**src/verilog/flash_regs_pkg.sv**
```systemverilog
package flash_regs_pkg;

  // ==========================================================================
  // register indexes, byte address is four times the index
  localparam logic [3:0] IDX_CLKDIV    = 4'h0;
  localparam logic [3:0] IDX_SECURITY  = 4'h1;
  localparam logic [3:0] IDX_TEST      = 4'h2;
  localparam logic [3:0] IDX_CONFIG    = 4'h3;
  localparam logic [3:0] IDX_BANK_LO   = 4'h4;
  localparam logic [3:0] IDX_STATUS    = 4'h5;
  localparam logic [3:0] IDX_BANK_HI   = 4'hB;
  localparam logic [3:0] IDX_RSVD_A    = 4'hC;
  localparam logic [3:0] IDX_RSVD_B    = 4'hD;
  localparam logic [3:0] IDX_RSVD_C    = 4'hE;
  localparam logic [3:0] IDX_RSVD_D    = 4'hF;

  // ==========================================================================
  // bank structure
  localparam int         NUM_BANKS     = 2;
  localparam int         NUM_BANKED    = 8;

  // ==========================================================================
  // field positions
  localparam int         CLKDIV_LOADED = 7;
  localparam int         CLKDIV_PRE8   = 6;
  localparam int         SEC_KEY_HI    = 7;
  localparam int         SEC_KEY_LO    = 6;
  localparam int         TEST_WRITE_ALL_BANKS    = 4;
  localparam int         TEST_FORCE_DOUBLE_FAULT     = 3;
  localparam int         CFG_IRQ_EN    = 3;
  localparam int         CFG_BANK      = 0;
  localparam int         STAT_DFAULT   = 1;

  // ==========================================================================
  // codes and reset values
  localparam logic [1:0] KEY_ENABLED   = 2'h2;
  localparam logic [1:0] SEC_UNSECURED = 2'h2;
  localparam logic [7:0] SEC_ALL_SET   = 8'hFF;
  localparam logic [7:0] RST_BYTE      = 8'h00;
  localparam logic [7:0] RST_SECURITY  = 8'hFF;
  localparam logic [2:0] PRE_LAST      = 3'h7;
  localparam logic [15:0] CFG_ADDR     = 16'hFF0F;

endpackage : flash_regs_pkg

```
**src/verilog/timing_tick_gen.sv**
```systemverilog
`timescale 1ns/1ps
module timing_tick_gen (
  // clock and reset
  input  wire logic       core_clk,
  input  wire logic       reset_n,
  // divider settings
  input  wire logic       run,
  input  wire logic       prescale_by_eight,
  input  wire logic [5:0] divide_field,
  // timing enable
  output logic            timing_tick
);

  typedef struct packed {
    logic [2:0] pre_cnt;
    logic [5:0] div_cnt;
    logic       tick;
  } tick_state_t;

  tick_state_t cur_ff;
  tick_state_t nxt_ff;
  logic        pre_tick;

  // ==========================================================================
  // prescale then programmable divide
  always_comb begin
    nxt_ff   = cur_ff;
    nxt_ff.tick = 1'b0;
    pre_tick = prescale_by_eight ? (cur_ff.pre_cnt == flash_regs_pkg::PRE_LAST) : 1'b1;
    if (!run) begin
      nxt_ff.pre_cnt = 3'h0;
      nxt_ff.div_cnt = 6'h00;
    end else begin
      nxt_ff.pre_cnt = prescale_by_eight ? cur_ff.pre_cnt + 3'h1 : 3'h0;
      if (pre_tick) begin
        if (cur_ff.div_cnt == divide_field) begin
          nxt_ff.div_cnt = 6'h00;
          nxt_ff.tick    = 1'b1;
        end else begin
          nxt_ff.div_cnt = cur_ff.div_cnt + 6'h01;
        end
      end
    end
  end

  always_ff @(posedge core_clk or negedge reset_n) begin
    if (!reset_n) begin
      cur_ff <= '0;
    end else begin
      cur_ff <= nxt_ff;
    end
  end

  assign timing_tick = cur_ff.tick;

endmodule : timing_tick_gen

```
**src/verilog/flash_clock_security_test_regs.sv**
```systemverilog
`timescale 1ns/1ps
module flash_clock_security_test_regs (
  // clock and reset
  input  wire logic        core_clk,
  input  wire logic        reset_n,
  // apb slave
  input  wire logic        psel,
  input  wire logic        penable,
  input  wire logic        pwrite,
  input  wire logic [31:0] paddr,
  input  wire logic [31:0] pwdata,
  input  wire logic [3:0]  pstrb,
  output logic [31:0]      prdata,
  output logic             pready,
  output logic             pslverr,
  // chip mode pin
  input  wire logic        special_mode,
  // reset sequence load of the security byte
  input  wire logic        cfg_load,
  input  wire logic [7:0]  cfg_byte,
  input  wire logic        cfg_double_fault,
  // backdoor unlock result
  input  wire logic        backdoor_unlock_ok,
  // flash array read events
  input  wire logic        array_read_done,
  input  wire logic        array_double_fault,
  // block outputs
  output logic             timing_tick,
  output logic             backdoor_enabled,
  output logic             mcu_secured,
  output logic             write_all_banks,
  output logic             double_fault_flag,
  output logic             double_fault_irq,
  output logic             bank_select_field
);

  typedef struct packed {
    logic                                     mode_meta;
    logic                                     mode_sync;
    logic                                     ack;
    logic [31:0]                              rdata;
    logic                                     err;
    logic                                     divider_loaded_flag;
    logic                                     prescale_by_eight;
    logic [5:0]                               divide_field;
    logic [7:0]                               security_state;
    logic                                     write_all_banks;
    logic                                     force_double_fault;
    logic                                     double_fault_irq_enable;
    logic                                     bank_select_field;
    logic                                     double_fault_flag;
    logic [flash_regs_pkg::NUM_BANKS-1:0][flash_regs_pkg::NUM_BANKED-1:0][7:0] banked;
  } regs_state_t;

  regs_state_t cur_ff;
  regs_state_t nxt_ff;

  logic        access;
  logic        wr_commit;
  logic [3:0]  idx;
  logic        mapped;
  logic        is_banked;
  logic [2:0]  bank_slot;
  logic [7:0]  wbyte;
  logic [7:0]  rbyte;
  logic        df_event;

  // ==========================================================================
  // address decode
  always_comb begin
    idx       = paddr[5:2];
    mapped    = (paddr[31:6] == 26'h0) && (paddr[1:0] == 2'h0);
    is_banked = (idx >= flash_regs_pkg::IDX_BANK_LO) && (idx <= flash_regs_pkg::IDX_BANK_HI)
                && (idx != flash_regs_pkg::IDX_STATUS);
    bank_slot = 3'(idx - flash_regs_pkg::IDX_BANK_LO);
    wbyte     = pwdata[7:0];
  end

  // ==========================================================================
  // read data mux
  always_comb begin
    rbyte = flash_regs_pkg::RST_BYTE;
    if (idx == flash_regs_pkg::IDX_CLKDIV) begin
      rbyte = {cur_ff.divider_loaded_flag, cur_ff.prescale_by_eight,
               cur_ff.divide_field};
    end else if (idx == flash_regs_pkg::IDX_SECURITY) begin
      rbyte = cur_ff.security_state;
    end else if (idx == flash_regs_pkg::IDX_TEST) begin
      rbyte = flash_regs_pkg::RST_BYTE;
      rbyte[flash_regs_pkg::TEST_WRITE_ALL_BANKS] = cur_ff.write_all_banks & cur_ff.mode_sync;
      rbyte[flash_regs_pkg::TEST_FORCE_DOUBLE_FAULT]  = cur_ff.force_double_fault;
    end else if (idx == flash_regs_pkg::IDX_CONFIG) begin
      rbyte = flash_regs_pkg::RST_BYTE;
      rbyte[flash_regs_pkg::CFG_IRQ_EN] = cur_ff.double_fault_irq_enable;
      rbyte[flash_regs_pkg::CFG_BANK]   = cur_ff.bank_select_field;
    end else if (idx == flash_regs_pkg::IDX_STATUS) begin
      rbyte = flash_regs_pkg::RST_BYTE;
      rbyte[flash_regs_pkg::STAT_DFAULT] = cur_ff.double_fault_flag;
    end else if (is_banked) begin
      rbyte = cur_ff.banked[cur_ff.bank_select_field][bank_slot];
    end else begin
      rbyte = flash_regs_pkg::RST_BYTE;
    end
  end

  // ==========================================================================
  // next state
  always_comb begin
    nxt_ff    = cur_ff;
    access    = psel && penable;
    wr_commit = access && cur_ff.ack && pwrite && mapped && pstrb[0];
    df_event  = array_read_done && (cur_ff.force_double_fault || array_double_fault);

    // chip mode synchroniser
    nxt_ff.mode_meta = special_mode;
    nxt_ff.mode_sync = cur_ff.mode_meta;

    // apb handshake, one wait state so read data comes from a flop
    if (access && !cur_ff.ack) begin
      nxt_ff.ack   = 1'b1;
      nxt_ff.err   = !mapped;
      nxt_ff.rdata = (!pwrite && mapped) ? {24'h00_0000, rbyte} : 32'h0000_0000;
    end else begin
      nxt_ff.ack   = 1'b0;
      nxt_ff.err   = 1'b0;
    end

    // register writes
    if (wr_commit) begin
      if (idx == flash_regs_pkg::IDX_CLKDIV) begin
        if (!cur_ff.divider_loaded_flag) begin
          nxt_ff.prescale_by_eight = wbyte[flash_regs_pkg::CLKDIV_PRE8];
          nxt_ff.divide_field      = wbyte[5:0];
        end
        nxt_ff.divider_loaded_flag = 1'b1;
      end else if (idx == flash_regs_pkg::IDX_TEST) begin
        nxt_ff.force_double_fault = wbyte[flash_regs_pkg::TEST_FORCE_DOUBLE_FAULT];
        if (cur_ff.mode_sync) begin
          nxt_ff.write_all_banks = wbyte[flash_regs_pkg::TEST_WRITE_ALL_BANKS];
        end
      end else if (idx == flash_regs_pkg::IDX_CONFIG) begin
        nxt_ff.double_fault_irq_enable = wbyte[flash_regs_pkg::CFG_IRQ_EN];
        nxt_ff.bank_select_field       = wbyte[flash_regs_pkg::CFG_BANK];
      end else if (idx == flash_regs_pkg::IDX_STATUS) begin
        if (wbyte[flash_regs_pkg::STAT_DFAULT]) begin
          nxt_ff.double_fault_flag = 1'b0;
        end
      end else if (is_banked) begin
        for (int b = 0; b < flash_regs_pkg::NUM_BANKS; b++) begin
          if (cur_ff.write_all_banks || (1'(b) == cur_ff.bank_select_field)) begin
            nxt_ff.banked[b][bank_slot] = wbyte;
          end
        end
      end
    end

    // flag set wins over a clear in the same cycle
    if (df_event) begin
      nxt_ff.double_fault_flag = 1'b1;
    end

    // security byte: reset load and backdoor unlock
    if (cfg_load) begin
      nxt_ff.security_state = cfg_double_fault ? flash_regs_pkg::SEC_ALL_SET : cfg_byte;
    end else if (backdoor_unlock_ok) begin
      nxt_ff.security_state[1:0] = flash_regs_pkg::SEC_UNSECURED;
    end
  end

  // ==========================================================================
  // state register
  always_ff @(posedge core_clk or negedge reset_n) begin
    if (!reset_n) begin
      cur_ff                <= '0;
      cur_ff.security_state <= flash_regs_pkg::RST_SECURITY;
    end else begin
      cur_ff <= nxt_ff;
    end
  end

  // ==========================================================================
  // timing clock divider
  timing_tick_gen u_tick (
    .core_clk          (core_clk),
    .reset_n           (reset_n),
    .run               (cur_ff.divider_loaded_flag),
    .prescale_by_eight (cur_ff.prescale_by_eight),
    .divide_field      (cur_ff.divide_field),
    .timing_tick       (timing_tick)
  );

  // ==========================================================================
  // outputs
  assign pready            = psel && penable && cur_ff.ack;
  assign pslverr           = psel && penable && cur_ff.ack && cur_ff.err;
  assign prdata            = cur_ff.rdata;
  assign backdoor_enabled  = cur_ff.security_state[flash_regs_pkg::SEC_KEY_HI:
                                                   flash_regs_pkg::SEC_KEY_LO]
                             == flash_regs_pkg::KEY_ENABLED;
  assign mcu_secured       = cur_ff.security_state[1:0] != flash_regs_pkg::SEC_UNSECURED;
  assign write_all_banks   = cur_ff.write_all_banks;
  assign double_fault_flag = cur_ff.double_fault_flag;
  assign double_fault_irq  = cur_ff.double_fault_flag && cur_ff.double_fault_irq_enable;
  assign bank_select_field = cur_ff.bank_select_field;

endmodule : flash_clock_security_test_regs

```
**config.mk**
```make
export PLATFORM = sky130hd
export DESIGN_NAME = flash_clock_security_test_regs
export DESIGN_NICKNAME = d
export VERILOG_FILES = /design/src/verilog/flash_regs_pkg.sv /design/src/verilog/timing_tick_gen.sv /design/src/verilog/flash_clock_security_test_regs.sv
export SDC_FILE = /design/constraint.sdc
export NUM_CORES = 1
export LEC_CHECK = 0
export BUFFER_PORTS_ARGS = -buffer_cell sky130_fd_sc_hd__buf_2
export CAP_MARGIN = 20
export CORE_MARGIN = 4
export CORE_UTILIZATION = 52
export DETAILED_ROUTE_END_ITERATION = 6
export PLACE_DENSITY = 0.79
export SYNTH_ARGS = -nofsm -noshare
export SYNTH_HDL_FRONTEND = slang
export SYNTH_SLANG_ARGS = --single-unit
export TNS_END_PERCENT = 10
```
**constraint.sdc**
```tcl
create_clock -name core_clk -period 2.3 [get_ports core_clk]
set_clock_uncertainty 0.05 [all_clocks]
set_input_delay 0.115 -clock core_clk [delete_from_list [all_inputs] [get_ports core_clk]]
set_output_delay 0.115 -clock core_clk [all_outputs]
set_load 0.01 [all_outputs]
```
---- Word level (Yosys, flattened, before mapping) ----
Cells that the tools add are included.
operators by class
  $lt $le $gt $ge ......................... 5
  muxes and demuxes ....................... 38
  bitwise gates (word level) .............. 7
  eq/ne operators ......................... 13
  reduce and logical (&&, ||, !) cells .... 35
  add/subtract/negate cells ............... 3
operator list
  cell                                                  count
  two-way mux 129 bit                                   4
  two-way mux 128 bit                                   2
  two-way mux 64 bit                                    4
  bitwise mux 64 bit                                    2
  two-way mux 8 bit                                     10
  logical NOT 26 bit                                    1
  binary-select mux 8 bit (select 3 bit)                1
  demux 8 bit (select 3 bit)                            1
  logical AND 1 bit                                     14
  AND reduction 7 bit                                   2
  two-way mux 9 bit                                     1
  equality test 4 x 2 -> 1 bit (second input constant)  2
  two-way mux 1 bit                                     8
  != test 2 bit (second input constant)                 4
  AND reduction 4 bit                                   2
  nonzero test 2 bit                                    4
  two-way mux 7 bit                                     1
  adder 6 x 1 -> 6 bit (second input constant)          1
  equality test 6 bit                                   1
  two-way mux 6 bit                                     1
  inverter 1 bit                                        6
  AND reduction 3 bit                                   2
  AND reduction 6 bit                                   1
  equality test 4 x 1 -> 1 bit (second input constant)  1
  other kinds (20)                                      25
storage, ports and cells
  word-level logic and storage cells ...... 135
  bits of input ports ..................... 87
  output and inout bits ................... 41
  flip-flop bits (word level) ............. 195

---- Depth between registers and ports, before layout ----
  depth in word-level cells ............... 14
  depth in mapped cells ................... 11
  gate-level depth less buffers ........... 7

---- Cells and area by module ----
From an unflattened synthesis, not the netlist that was laid out.
unflattened totals
  cells, all modules ...................... 658
  area total of the unflattened synthesis .. 8,758.4 um^2
modules (own cells, without submodules)
  module                          cells each  seq. area each (um^2)  area an instance (um^2)  times used
  flash_clock_security_test_regs  605         4,038.9                8,219.1                  1
  timing_tick_gen                 53          250.2                  539.3                    1

---- Worst setup path before layout ----
OpenSTA, ideal clock, no wires.
  path type ............................... input -> register
  start ................................... in paddr[4]
  end ..................................... reg with a tool-made name
  data required time ...................... 2.125 ns
  arrival time ............................ 2.846 ns
  stages .................................. 10
  slack ................................... -0.721 ns
  buffers on the path ..................... 4
  library setup time ...................... 0.125 ns
  path through ............................ inv_1 buf_1 ha_1 o211ai_1 or4_1 buf_2 buf_8 or4_4 buf_6 mux2_4
RTL lines
  item             line                                  RTL
  start, declared  flash_clock_security_test_regs.sv:10  input wire logic [31:0] paddr,

==> results.json <==
{
  "layout_setup_ws_ps": -98.73,
  "critPathMaxStageDelay_ps": 570,
  "rsz0062_at_grt": "yes",
  "internal-power_w": 0.004627,
  "path_class": "reg -> reg",
  "switching_share_pct": 24.86,
  "dpl_cell_area_mm2": 0.009369,
  "netlist_instances": 632,
  "via_per_inst": 5.895,
  "synth_edf_count": 0,
  "async_flop_share_pct": 100.0,
  "gp_congestion": 0.8509,
  "core_area_mm2": 0.01600,
  "seq_area_frac_synth_pct": 50.15,
  "crit_chain": "and3_4 > nand3_4 > or4_4 > buf_6 > or4_4 > mux2_4",
  "ant_nets": 0,
  "hpwl_um": 15210,
  "grt_first_pass_wirelength_um": 34710,
  "outcome": "finished with violations",
  "pin_count": 128,
  "drive_gt1_share_pct": 48.66,
  "busiest_layer": "met2",
  "die_w_um": 136.2,
  "seqPwrFrac_pct": 49.4,
  "p_sw_w": 0.001530,
  "drc": 0,
  "violations": "negative setup slack",
  "use_met3_pct": 5.107,
  "cts_sinks": 171,
  "cts_tree": "yes",
  "crit_cells": 6,
  "synth-seq-cells": 171,
  "ff2ff_path_depth": 6,
  "cp_data_arrival_time_ps": 2660,
  "fmax_mhz": 416.9,
  "yosysMostFrequentCell": "dfrtp_1",
  "port_buffers": 76,
  "synth_flop_cell": "dfrtp_1",
  "end_kind": "register",
  "max_slew_margin_pct": 51.52,
  "vias": 5901,
  "drt-initial-drc-count": 379,
  "numCtsBuffers": 17,
  "holdCritPathClass": "in -> reg",
  "grt_util_all_layers_pct": 24.74,
  "wl_per_cell_um": 22.14,
  "wl_um": 22160,
  "tightestPinTransition_ps": 727.2,
  "grt_max_degree": 77,
  "finalCriticalPeriod_ps": 2399,
  "clockPowerShare_pct": 43.3,
  "htreeDepth": 4,
  "setup_viol": 99,
  "startpoint_type": "register",
  "syn_area_mm2": 0.008552,
  "slew_violations": 0,
  "slowest_stage": "or4_4",
  "cpMostUsedCell": "or4_4",
  "syn_to_final_growth_pct": 22.91,
  "synthTopCellsByArea": "dfrtp_1 (48%), mux2_2 (17%), mux4_2 (9.2%), buf_4 (2.9%), mux2_4 (2.8%)",
  "die_height_um": 136.2,
  "use_met1_pct": 30.80,
  "power.total_w": 0.006157,
  "finalHoldViolations": 0,
  "stdcell_area_mm2": 0.01051,
  "cp_max_fo": 8,
  "cts.path.max_buffers": 2,
  "pwr-share-comb_pct": 7.3,
  "dp_slack_ps": -448.2,
  "cts.clk_slew.worst_paths_ps": 70,
  "peakVddDrop_v": 0.0005601,
  "period_share_pct": 104.3,
  "nNetsFinal": 864,
  "drtPass1Iterations": 5,
  "p_leak_nw": 5.101,
  "path_buf_inv": 1,
  "ys_types": 54,
  "row_count": 46,
  "start_util_pct": 53.45,
  "cts_root_buffer": "clkbuf_16",
  "cp_top_family": "simple AND/OR/NAND/NOR gates",
  "required_ps": 2560,
  "grt_pass1_vias": 6460,
  "max_cap_violations": 0,
  "grt_util_met2_pct": 41.74,
  "setup-tns-final_ps": -5290,
  "antenna_found_initial": 0,
  "power.density_mw_per_mm2": 585.7,
  "n_antenna_cell": 0,
  "clock_latency_ps": 430,
  "dieArea_mm2": 0.01856,
  "yosys-top-cells-count": "dfrtp_1 (163), mux2_2 (128), mux4_2 (35)",
  "hold_path_depth": 4,
  "synth_top_area_cell": "dfrtp_1",
  "gr-total-overflow": 0,
  "avgSynthCellArea_um2": 13.53,
  "utilization_pct": 65.69,
  "yosysTopAreaCellShare_pct": 47.70,
  "synth_warnings": 0
}
==> logic make-up after synthesis <==
kind of cell,count (synthesis),synth area share [%]
mux,184,29.47
flops,171,50.15
simple gates,107,8.135
buf+inv,84,5.574
compound gates,73,5.179
xor+xnor,7,0.7169
fa+ha+maj,5,0.7315
other cells,1,0.04385
==> through the flow <==
step                      instances  hold WS (ps)
after detailed placement        939         140.8
after global placement          939         131.0
after CTS                      1000         90.01
final                          1001         103.7
after floorplan                 655        -230.6
after global routing           1001         101.2
==> worst paths after layout <==
kind,slack [ps],startpoint,endpoint
worst max-delay path,-100,cur_ff[182],register
worst min-delay path,100,penable,cur_ff[182]
worst max register to register,-100,cur_ff[182],register
worst min register to register,300,cur_ff[184],cur_ff[183]
max in group asynchronous,1230,reset_n,async pin
min in group asynchronous,240,reset_n,cur_ff[183]
==> worst min-delay path, delay by kind of cell <==
kind                   cells  cell delay [ps]
buffers and inverters      3              340
and+or+nand+nor            1               90
==> power by group through the flow <==
stage	Combinational (W)	Clock [W]	Sequential (W)
global placement	0.000375	0	0.00310
finish	0.000447	0.00267	0.00304
CTS	0.000438	0.00271	0.00304
detailed placement	0.000388	0	0.00310
floorplan	0.000206	0	0.00309
global route	0.000488	0.00283	0.00304
==> repair_timing <==
action,4_1_cts,5_1_grt
endpoints found under the setup margin,128,128
resized for setup,51,25
hold buffers,28,0
endpoints found under the hold margin,74,0
pin swaps,4,4
buffers inserted,1,1
==> metal layers <==
layer / up-vias / routed length [um]
li1: 2555 / -
met1: 3012 / 8999
met5: - / 0
met4: 0 / 821
met2: 269 / 10860
met3: 65 / 1481
==> cell type report <==
type,count,area [um^2]
Fill cell,1070,5489
Sequential cell,171,4289
Multi-Input combinational cell,400,4120
Timing Repair Buffer,169,1225
Clock buffer,18,439.2
Tap cell,216,270.3
Clock inverter,14,115.1
Inverter,13,52.55
==> cell usage in the layout, fill, tap and decap left out, types with 5 or more instances in the layout <==
cell,instances
dfrtp_1,163
buf_2,75
mux2_2,74
mux2_4,70
buf_4,51
mux4_2,35
o21ai_0,32
dlygate4sd3_1,28
nand2_1,24
conb_1,24
nor2_1,20
a21oi_1,17
clkbuf_16,17
buf_6,13
inv_1,12
nor4_4,8
dfstp_2,8
xor2_1,7
nor4_1,7
clkinvlp_4,6
nand3_1,6
or4_4,6
and3_1,5
nor2b_1,5
mux2i_1,5
Power figures use the tool's default switching activity.
